### config.mk
export PLATFORM = sky130hd
export DESIGN_NAME = dc1_channel
export DESIGN_NICKNAME = d
export VERILOG_FILES = /design/src/pkg/dc1_pkg.sv /design/src/design/dc1_channel.sv
export VERILOG_INCLUDE_DIRS = /design/src /design/src/pkg
export SDC_FILE = /design/constraint.sdc
export NUM_CORES = 1
export LEC_CHECK = 0
export ABC_AREA = 1
export BUFFER_PORTS_ARGS = -buffer_cell sky130_fd_sc_hd__buf_4
export CAP_MARGIN = 25
export CORE_MARGIN = 2
export CORE_UTILIZATION = 50
export DETAILED_ROUTE_END_ITERATION = 8
export GPL_TIMING_DRIVEN = 0
export HOLD_SLACK_MARGIN = 0.15
export PLACE_DENSITY_LB_ADDON = 0.1
export SKIP_LAST_GASP = 1
export SLEW_MARGIN = 20
export SYNTH_ARGS = -nofsm -noshare
export SYNTH_HDL_FRONTEND = slang
export SYNTH_SLANG_ARGS = --single-unit
### constraint.sdc
create_clock -name pclk -period 1.9 [get_ports pclk]
set_input_delay 0.19 -clock pclk [delete_from_list [all_inputs] [get_ports pclk]]
set_output_delay 0.19 -clock pclk [all_outputs]
set_load 0.03 [all_outputs]
### src/pkg/dc1_params.svh
// Purpose: constants of the one-channel dma block: register indices, field positions, reset values
// Assumes: register byte address is four times the index
// Notes: included by the package, the assertions and the bench
`ifndef DC1_PARAMS_SVH
`define DC1_PARAMS_SVH

// ----------------------------------------------------------------
// register indices (byte address = index * 4)
// ----------------------------------------------------------------
`define DC1_IDX_CTRL 12'hFB8
`define DC1_IDX_PADDR 12'hFB9
`define DC1_IDX_HIGH 12'hFBA
`define DC1_IDX_START 12'hFBB
`define DC1_IDX_END 12'hFBC
`define DC1_IDX_STAT 12'hFB5
`define DC1_IDX_MASK 12'hFB6

// ----------------------------------------------------------------
// channel_control field positions
// ----------------------------------------------------------------
`define DC1_CTL_SRC_LSB 0
`define DC1_CTL_SRC_MSB 2
`define DC1_CTL_WORD 3
`define DC1_CTL_IRQEN 4
`define DC1_CTL_DIR 5
`define DC1_CTL_LOOP 6
`define DC1_CTL_EN 7

// ----------------------------------------------------------------
// address_high_nibbles field positions
// ----------------------------------------------------------------
`define DC1_HI_START_LSB 0
`define DC1_HI_START_MSB 3
`define DC1_HI_END_LSB 4
`define DC1_HI_END_MSB 7

// ----------------------------------------------------------------
// status / mask bit positions
// ----------------------------------------------------------------
`define DC1_ST_DONE 0
`define DC1_ST_OVR 1

// ----------------------------------------------------------------
// reset values, trigger codes, peripheral page
// ----------------------------------------------------------------
`define DC1_RST_CTRL 8'h00
`define DC1_RST_BYTE 8'h00
`define DC1_RST_STAT 8'h00
`define DC1_RST_MASK 8'h00
`define DC1_SRC_TIMER0 3'h0
`define DC1_SRC_UART0 3'h4
`define DC1_SRC_RSVD 3'h7
`define DC1_PERIPH_PAGE 4'hF

`endif

### src/pkg/dc1_pkg.sv
// Purpose: shared types of the one-channel dma block
// Assumes: dc1_params.svh holds the numbers
// Notes: only the transfer state type lives here
package dc1_pkg;
  `include "dc1_params.svh"

  // transfer sequencer states
  typedef enum logic [1:0] {
    DC1_IDLE = 2'b00,
    DC1_READ = 2'b01,
    DC1_WRITE = 2'b10
  } dc1_state_t;
endpackage

### src/design/dc1_channel.sv
// Purpose: one dma channel with apb registers moving bytes between register file and a peripheral register
// Assumes: trigger pulses and register-file bus are on pclk; apb3 slave, zero wait states
// Notes: each byte is one read then one write on the register-file bus
`timescale 1ns/100ps

module dc1_channel (
  input wire logic pclk,
  input wire logic presetn,
  input wire logic psel,
  input wire logic penable,
  input wire logic pwrite,
  input wire logic [15:0] paddr,
  input wire logic [31:0] pwdata,
  output logic [31:0] prdata,
  output logic pready,
  output logic pslverr,
  input wire logic [3:0] timer_trig,
  input wire logic [1:0] uart_tx_empty,
  input wire logic twi_tx_empty,
  output logic rf_req,
  output logic rf_we,
  output logic [11:0] rf_addr,
  output logic [7:0] rf_wdata,
  input wire logic [7:0] rf_rdata,
  input wire logic rf_ack,
  output logic irq
);
  import dc1_pkg::*;

  // ----------------------------------------------------------------
  // register state
  // ----------------------------------------------------------------
  logic [7:0] ctrl_r;
  logic [7:0] periph_r;
  logic [7:0] high_r;
  logic [7:0] start_r;
  logic [7:0] end_r;
  logic [7:0] stat_r;
  logic [7:0] mask_r;
  logic [11:0] cur_r;
  logic [7:0] data_r;
  logic byte_idx_r;
  logic pend_r;
  logic [31:0] prdata_r;
  dc1_state_t state_r;

  logic wr_acc;
  logic rd_setup;
  logic rd_acc;
  logic [13:0] idx;
  logic aligned;
  logic mapped;
  logic trig;
  logic [11:0] start_addr;
  logic [11:0] end_addr;
  logic [11:0] periph_addr;
  logic at_end;
  logic byte_done;
  logic last_byte;
  logic done_evt;
  logic ovr_evt;
  logic ch_en;
  logic stat_rd;

  // ----------------------------------------------------------------
  // apb decode
  // ----------------------------------------------------------------
  // index is the word address; the two low byte bits must be zero
  assign idx = paddr[15:2];
  assign aligned = (paddr[1:0] == 2'h0);
  assign wr_acc = psel & penable & pwrite & mapped;
  assign rd_setup = psel & ~penable & ~pwrite;
  assign rd_acc = psel & penable & ~pwrite & mapped;
  assign pready = 1'b1;
  assign pslverr = psel & penable & ~mapped;
  assign prdata = prdata_r;
  // access phase of a status read, the only thing that clears flags
  assign stat_rd = rd_acc & (idx == {2'h0, `DC1_IDX_STAT});

  // address decoding, unmapped words answer with an error
  always_comb begin
    if (!aligned) begin
      mapped = 1'b0;
    end else if (idx == {2'h0, `DC1_IDX_CTRL}) begin
      mapped = 1'b1;
    end else if (idx == {2'h0, `DC1_IDX_PADDR}) begin
      mapped = 1'b1;
    end else if (idx == {2'h0, `DC1_IDX_HIGH}) begin
      mapped = 1'b1;
    end else if (idx == {2'h0, `DC1_IDX_START}) begin
      mapped = 1'b1;
    end else if (idx == {2'h0, `DC1_IDX_END}) begin
      mapped = 1'b1;
    end else if (idx == {2'h0, `DC1_IDX_STAT}) begin
      mapped = 1'b1;
    end else if (idx == {2'h0, `DC1_IDX_MASK}) begin
      mapped = 1'b1;
    end else begin
      mapped = 1'b0;
    end
  end

  // read data is captured in the setup cycle so prdata is a flop through the access phase
  always_ff @(posedge pclk or negedge presetn) begin
    if (!presetn) begin
      prdata_r <= 32'h0000_0000;
    end else if (rd_setup) begin
      if (!aligned) begin
        prdata_r <= 32'h0000_0000;
      end else if (idx == {2'h0, `DC1_IDX_CTRL}) begin
        prdata_r <= {24'h00_0000, ctrl_r};
      end else if (idx == {2'h0, `DC1_IDX_PADDR}) begin
        prdata_r <= {24'h00_0000, periph_r};
      end else if (idx == {2'h0, `DC1_IDX_HIGH}) begin
        prdata_r <= {24'h00_0000, high_r};
      end else if (idx == {2'h0, `DC1_IDX_START}) begin
        // running channel shows where it is now
        prdata_r <= {24'h00_0000, ch_en ? cur_r[7:0] : start_r};
      end else if (idx == {2'h0, `DC1_IDX_END}) begin
        prdata_r <= {24'h00_0000, end_r};
      end else if (idx == {2'h0, `DC1_IDX_STAT}) begin
        prdata_r <= {24'h00_0000, stat_r};
      end else if (idx == {2'h0, `DC1_IDX_MASK}) begin
        prdata_r <= {24'h00_0000, mask_r};
      end else begin
        prdata_r <= 32'h0000_0000;
      end
    end
  end

  // ----------------------------------------------------------------
  // addresses and trigger selection
  // ----------------------------------------------------------------
  assign ch_en = ctrl_r[`DC1_CTL_EN];
  assign start_addr = {high_r[`DC1_HI_START_MSB:`DC1_HI_START_LSB], start_r};
  assign end_addr = {high_r[`DC1_HI_END_MSB:`DC1_HI_END_LSB], end_r};
  // a word moves two neighbouring peripheral registers
  assign periph_addr = {`DC1_PERIPH_PAGE, periph_r + {7'h00, byte_idx_r}};
  assign at_end = (cur_r == end_addr);

  // source mux; the reserved code never requests
  always_comb begin
    case (ctrl_r[`DC1_CTL_SRC_MSB:`DC1_CTL_SRC_LSB])
      3'h0: trig = timer_trig[0];
      3'h1: trig = timer_trig[1];
      3'h2: trig = timer_trig[2];
      3'h3: trig = timer_trig[3];
      3'h4: trig = uart_tx_empty[0];
      3'h5: trig = uart_tx_empty[1];
      3'h6: trig = twi_tx_empty;
      default: trig = 1'b0;
    endcase
  end

  // ----------------------------------------------------------------
  // transfer sequencer
  // ----------------------------------------------------------------
  assign byte_done = (state_r == DC1_WRITE) & rf_ack;
  assign last_byte = at_end | ~ctrl_r[`DC1_CTL_WORD] | byte_idx_r;
  assign done_evt = byte_done & at_end;
  // one request is remembered; a further one while it waits is lost and flagged
  assign ovr_evt = ch_en & trig & pend_r & ~(state_r == DC1_IDLE);

  // pending request latch, one transfer per pulse
  always_ff @(posedge pclk or negedge presetn) begin
    if (!presetn) begin
      pend_r <= 1'b0;
    end else if (!ch_en) begin
      pend_r <= 1'b0;
    end else if (trig) begin
      pend_r <= 1'b1;
    end else if (state_r == DC1_IDLE) begin
      pend_r <= 1'b0;
    end
  end

  // read a byte from the source, then write it to the destination
  always_ff @(posedge pclk or negedge presetn) begin
    if (!presetn) begin
      state_r <= DC1_IDLE;
    end else begin
      case (state_r)
        DC1_IDLE: begin
          if (ch_en && pend_r) begin
            state_r <= DC1_READ;
          end
        end
        DC1_READ: begin
          if (rf_ack) begin
            state_r <= DC1_WRITE;
          end
        end
        DC1_WRITE: begin
          if (rf_ack) begin
            // a disabled channel still finishes the byte it started
            if (last_byte || !ch_en) begin
              state_r <= DC1_IDLE;
            end else begin
              state_r <= DC1_READ;
            end
          end
        end
        default: begin
          state_r <= DC1_IDLE;
        end
      endcase
    end
  end

  // second-byte marker of a word; it also steps the peripheral address
  always_ff @(posedge pclk or negedge presetn) begin
    if (!presetn) begin
      byte_idx_r <= 1'b0;
    end else if (state_r == DC1_IDLE) begin
      byte_idx_r <= 1'b0;
    end else if (byte_done && !last_byte && ch_en) begin
      byte_idx_r <= 1'b1;
    end
  end

  // byte held between the read half and the write half
  always_ff @(posedge pclk or negedge presetn) begin
    if (!presetn) begin
      data_r <= 8'h00;
    end else if (state_r == DC1_READ && rf_ack) begin
      data_r <= rf_rdata;
    end
  end

  // bus drive: direction picks which side is read and which is written
  always_comb begin
    rf_req = (state_r == DC1_READ) | (state_r == DC1_WRITE);
    rf_we = (state_r == DC1_WRITE);
    rf_wdata = data_r;
    if ((state_r == DC1_READ) ^ ctrl_r[`DC1_CTL_DIR]) begin
      rf_addr = cur_r;
    end else begin
      rf_addr = periph_addr;
    end
  end

  // ----------------------------------------------------------------
  // control and address registers
  // ----------------------------------------------------------------
  // software write of enable wins over the hardware clear at end
  always_ff @(posedge pclk or negedge presetn) begin
    if (!presetn) begin
      ctrl_r <= `DC1_RST_CTRL;
    end else if (wr_acc && idx == {2'h0, `DC1_IDX_CTRL}) begin
      ctrl_r <= pwdata[7:0];
    end else if (done_evt && !ctrl_r[`DC1_CTL_LOOP]) begin
      ctrl_r[`DC1_CTL_EN] <= 1'b0;
    end
  end

  // peripheral register low byte, page is fixed
  always_ff @(posedge pclk or negedge presetn) begin
    if (!presetn) begin
      periph_r <= `DC1_RST_BYTE;
    end else if (wr_acc && idx == {2'h0, `DC1_IDX_PADDR}) begin
      periph_r <= pwdata[7:0];
    end
  end

  // shared high nibbles of start and end
  always_ff @(posedge pclk or negedge presetn) begin
    if (!presetn) begin
      high_r <= `DC1_RST_BYTE;
    end else if (wr_acc && idx == {2'h0, `DC1_IDX_HIGH}) begin
      high_r <= pwdata[7:0];
    end
  end

  // start low byte; a write while running only takes effect on reload
  always_ff @(posedge pclk or negedge presetn) begin
    if (!presetn) begin
      start_r <= `DC1_RST_BYTE;
    end else if (wr_acc && idx == {2'h0, `DC1_IDX_START}) begin
      start_r <= pwdata[7:0];
    end
  end

  // end low byte
  always_ff @(posedge pclk or negedge presetn) begin
    if (!presetn) begin
      end_r <= `DC1_RST_BYTE;
    end else if (wr_acc && idx == {2'h0, `DC1_IDX_END}) begin
      end_r <= pwdata[7:0];
    end
  end

  // interrupt mask, same layout as status
  always_ff @(posedge pclk or negedge presetn) begin
    if (!presetn) begin
      mask_r <= `DC1_RST_MASK;
    end else if (wr_acc && idx == {2'h0, `DC1_IDX_MASK}) begin
      mask_r <= pwdata[7:0];
    end
  end

  // current address: loaded while idle-disabled, stepped per byte, reloaded on loop
  always_ff @(posedge pclk or negedge presetn) begin
    if (!presetn) begin
      cur_r <= 12'h000;
    end else if (!ch_en && state_r == DC1_IDLE) begin
      cur_r <= start_addr; // channel starts from start on enable
    end else if (done_evt && ctrl_r[`DC1_CTL_LOOP]) begin
      cur_r <= start_addr;
    end else if (byte_done) begin
      cur_r <= cur_r + 12'h001;
    end
  end

  // ----------------------------------------------------------------
  // interrupt status and output
  // ----------------------------------------------------------------
  // reading status clears it, but an event in that same cycle survives
  always_ff @(posedge pclk or negedge presetn) begin
    if (!presetn) begin
      stat_r <= `DC1_RST_STAT;
    end else begin
      if (stat_rd) begin
        stat_r <= `DC1_RST_STAT;
      end
      if (done_evt && ctrl_r[`DC1_CTL_IRQEN]) begin
        stat_r[`DC1_ST_DONE] <= 1'b1;
      end
      // with interrupts off the channel flags nothing at all
      if (ovr_evt && ctrl_r[`DC1_CTL_IRQEN]) begin
        stat_r[`DC1_ST_OVR] <= 1'b1;
      end
    end
  end

  // level output while any unmasked flag stands
  assign irq = |(stat_r & mask_r);

endmodule

Yosys cells after proc, flatten, opt, wreduce, memory -nomap -nowiden. Index checks and enable logic that the tools add are counted.

Bitwise logic cells: 24. Add/subtract/negate cells: 2. Equal/unequal tests: 20. Multiplexer cells: 37. Reduce and logical (&&, ||, !) cells: 29.

Operators with widths (number): 14-bit by 12-bit equality test with 1-bit output (second input constant) (7); 8-bit 2-to-1 mux (9); 12-bit 2-to-1 mux (4); 1-bit 2-to-1 mux (18); 1-bit logical AND (15); 1-bit AND (14); 12-bit by 1-bit adder with 12-bit output (second input constant) (1); 12-bit equality test (1); 3-bit equality test (second input constant) (3); 8-bit by 1-bit adder with 8-bit output (1); 2-bit by 8-bit AND with 8-bit output (1); 2-bit 2-to-1 mux (4); 2-bit nonzero test (4); 8-bit OR reduction (1); 1-bit one-hot mux with 7 select lines (1); 3-bit by 2-bit equality test with 1-bit output (second input constant) (2); 2-bit one-hot mux with 3 select lines (1); 1-bit inverter (5); 2-bit zero test (2); 2-bit != test (second input constant) (2); 3-bit by 1-bit equality test with 1-bit output (second input constant) (1); 1-bit zero test (3); 3-bit zero test (1); 3-bit by 1-bit != test with 1-bit output (second input constant) (1); other kinds (8) (10).

Output and inout port bits: 57. Bits of input ports: 69. Logic and storage cells: 127. Register bits: 106.

Depth between registers and ports, before layout.
Depth after elaboration: 13. Gate-level depth with buffers: 14. Gate-level depth less buffers: 14.

Worst setup path before layout. No wires, ideal clock.

Kind: reg-to-output. Start: register state_r[1]. End: output rf_addr[6]. Cell stages (with the launch flop): 7. Path buffers: 0. Data required time: 1.710 ns. Data arrival time: 1.863 ns. Path slack: -0.153 ns. Path through: dfrtp_1 > inv_1 > ha_1 > or2_2 > nand2_1 > clkinv_1 > o21ai_0.

Cells in the longest elaborated chain, start to end: 3.

Ends and longest elaborated chain: start, declared (RTL line dc1_channel.sv:45) `dc1_state_t state_r;`; start signal, assigned (RTL line dc1_channel.sv:180) `state_r <= DC1_IDLE;`; start signal, assigned (RTL line dc1_channel.sv:185) `state_r <= DC1_READ;`; start signal, assigned (RTL line dc1_channel.sv:190) `state_r <= DC1_WRITE;`; 2-bit by 1-bit equality test with 1-bit output (RTL line dc1_channel.sv:235) `` if ((state_r == DC1_READ) ^ ctrl_r[`DC1_CTL_DIR]) begin ``; 1-bit XOR (RTL line dc1_channel.sv:235); 12-bit 2-to-1 mux (RTL line dc1_channel.sv:235); end, declared (RTL line dc1_channel.sv:22) `output logic [11:0] rf_addr,`.

No other way between the ends.

Final worst setup path.
Start: register byte_idx_r. End: output rf_addr[6].

Cells in the longest elaborated chain, start to end: 2.

Ends and longest elaborated chain: start, declared (RTL line dc1_channel.sv:42) `logic byte_idx_r;`; start signal, assigned (RTL line dc1_channel.sv:213) `byte_idx_r <= 1'b0;`; start signal, assigned (RTL line dc1_channel.sv:215) `byte_idx_r <= 1'b0;`; start signal, assigned (RTL line dc1_channel.sv:217) `byte_idx_r <= 1'b1;`; 8-bit by 1-bit adder with 8-bit output (RTL line dc1_channel.sv:138) `` assign periph_addr = {`DC1_PERIPH_PAGE, periph_r + {7'h00, byte_idx_r}}; ``; 12-bit 2-to-1 mux (RTL line dc1_channel.sv:235).

No other way between the ends.

==> impl_metrics.ini <==
[worst_hold_path]
hold_path_class = in2reg
hold_start = pwdata[1]
whs_endpoint = high_r[1]$_DFFE_PN0P_
holdPathStages = 3

[routing]
vias_per_cell = 5.29
wl_um = 17100
routedWlPerCell_um = 16.7
drt_iter0_markers = 546
drc = 0
vias = 5412
firstDrtPassIters = 5
ant_nets = 0

[final_layout]
final_cell_mix = nand2_1 (159), buf_4 (117), inv_1 (94)
num_antenna_cells = 0
fin_nets = 955
finalInstanceArea_um2 = 7030
multi_input_area_um2 = 2890
layout_commonest_cell = nand2_1
fillers = 944
drive_above_1_share_pct = 26.2
regArea_um2 = 2060
area_growth_pct = 29.6
final_cells = 1024

[sta]
slew_headroom_pct = 48.7
tns_ns = -0.941
fin_crit_sh_pct = 111
hold_violations = 0
setup_ws_ns = -0.211
skew_ns = 0.0160
rsz0062_at_grt = yes
max_freq_mhz = 474
fin_crit_ns = 2.11
whs_ns = 0.157
finalMaxSlewViolations = 0
setup_viol = 11
tightest_slew_ns = 0.770

[global_route]
grt_pass1_vias = 5213
grt_pass1_wl_um = 26600
track_usage_pct = 30.4
grt_start_max_net_pins = 83
grt_remaining_overflow = 0
antenna_found_initial = 0

[worst_setup_path]
worst_r2r_startpoint = state_r[1]$_DFFE_PN0P_
regToRegEndpoint = cur_r[7]$_DFFE_PN0P_
worstPathArrival_ns = 1.92
r2r_slack_ns = 0.11
cp-end-kind = primary output
critical_path.startpoint_type = flip-flop
crit_type = reg2out
cp_max_fo = 3
worstPathRequired_ns = 1.71
rr_worst_depth = 10

[synthesis]
yosysSeqAreaShare_pct = 37.9
netlist-cell-type-count = 35
yosys_most_used_dff = dfrtp_1
syn_inst = 729
async_flop_share_pct = 100
synth_enable_flop_cells = 0
ys_ff_latch = 82
synth_area_per_cell_um2 = 7.44
synth_warnings = 0
syn_area_um2 = 5420

[floorplan]
start_util_pct = 50.7
core_um2 = 10700
ios = 126
die_h_um = 108
num_rows = 38
die_area_um2 = 11700
die_width_um = 108

[power]
p_per_area_nw_per_um2 = 500
power_mw = 3.52
ir_worst_vdd_uv = 525
p_leak_nw = 3.70

[clock_tree]
cts.sinks = 82
numCtsBuffers = 9
path_clk_slew_ns = 0.10
clk_latency_ns = 0.37
cts-root-buf = clkbuf_8
h-tree-depth = 3
cts_tree = done
cts_buffer_depth = 2

[placed_design]
numPortBuffers = 76
dp.cells = 968
placed_area_um2 = 6260
gp_congestion = 0.916
hpwlAfterDp_um = 12200

[status]
status = complete, but fails checks
violations = setup timing

[flow_run]
cap_violations = 0
## cells by family after synthesis
logic type / synth area share [%]
compound gates: 11.0
xor+xnor: 3.23
fa+ha+maj: 1.62
buf+inv: 13.2
flops: 37.9
mux: 3.12
other cells: 0.139
simple gates: 29.8
## routing by layer
| metal | vias up | wire (um) | track usage, % |
|---|---|---|---|
| met2 | 226 | 7980 | 50.0 |
| li1 | 2587 | - | - |
| met4 | 0 | 449 | 11.0 |
| met3 | 42 | 1270 | 3.86 |
| met5 | - | 0 | 0 |
| met1 | 2557 | 7340 | 41.2 |
## area by class of cell
cell class | instances | area share, %
Tap cell | 140 | 2.49
Sequential cell | 82 | 29.3
Timing Repair Buffer | 119 | 13.8
Inverter | 102 | 5.63
Buffer | 45 | 4.90
Clock buffer | 10 | 1.96
Multi-Input combinational cell | 520 | 41.2
Clock inverter | 6 | 0.694
## synthesized netlist by cell type, drive strengths merged (13+ instances only)
master,instances,share of area (%)
nor2,69,5.7
a21oi,21,1.9
buf,40,5.5
xor2,13,2.1
o21bai,36,5.0
nand2,173,12
inv,99,6.9
dfrtp,82,38
mux2,15,3.1
nand3,84,8.2
nand4,13,1.9
o21ai,34,3.1
## worst max-delay path, cell delays in order, from the launching register on
cell and delay, ns:
dfrtp_2 0.46, ha_4 0.18, buf_6 0.11, ha_4 0.15
nand4_1 0.09, nor2_1 0.07, xor2_1 0.16, o21ai_1 0.15
buf_4 0.18
## through the flow
step	utilization (%)	setup slack, ns
final	65.7	-0.211
after global routing	65.7	-0.324
after CTS	63.9	-0.255
after detailed placement	58.5	-0.168
after global placement	58.5	-0.104
after floorplan	-	-0.153
## flip-flops by register name, indices dropped and copies added (netlist names)
name	cells
state_r	2
pend_r	1
ctrl_r	8
cur_r	12
start_r	8
rf_wdata	8
end_r	8
stat_r	2
mask_r	8
high_r	8
periph_r	8
prdata	8
byte_idx_r	1
## worst max-delay path by stage
stage,start,endpoint
2_1_floorplan,state_r[1]$_DFFE_PN0P_,rf_addr[6]
3_3_place_gp,state_r[1]$_DFFE_PN0P_,rf_addr[4]
3_5_place_dp,state_r[1]$_DFFE_PN0P_,rf_addr[4]
4_1_cts,byte_idx_r$_DFFE_PN0P_,rf_addr[7]
5_1_grt,periph_r[0]$_DFFE_PN0P_,rf_addr[7]
6_report,byte_idx_r$_DFFE_PN0P_,rf_addr[6]
## where the power goes
group          switching (mW)  total [mW]  internal [mW]
logic                   0.289       0.482          0.193
registers              0.0180        1.79           1.78
clock network           0.718        1.24          0.522
total                    1.02        3.52           2.49
## what timing repair did
action	in CTS	in global routing
pin swaps	9	16
hold buffers	17	0
gates resized for setup	38	34
cloned	1	1
endpoints found under the setup margin	22	27
buffers inserted	14	11
hold endpoints to repair	115	0
Note: power is estimated with default switching activity, not from simulation.
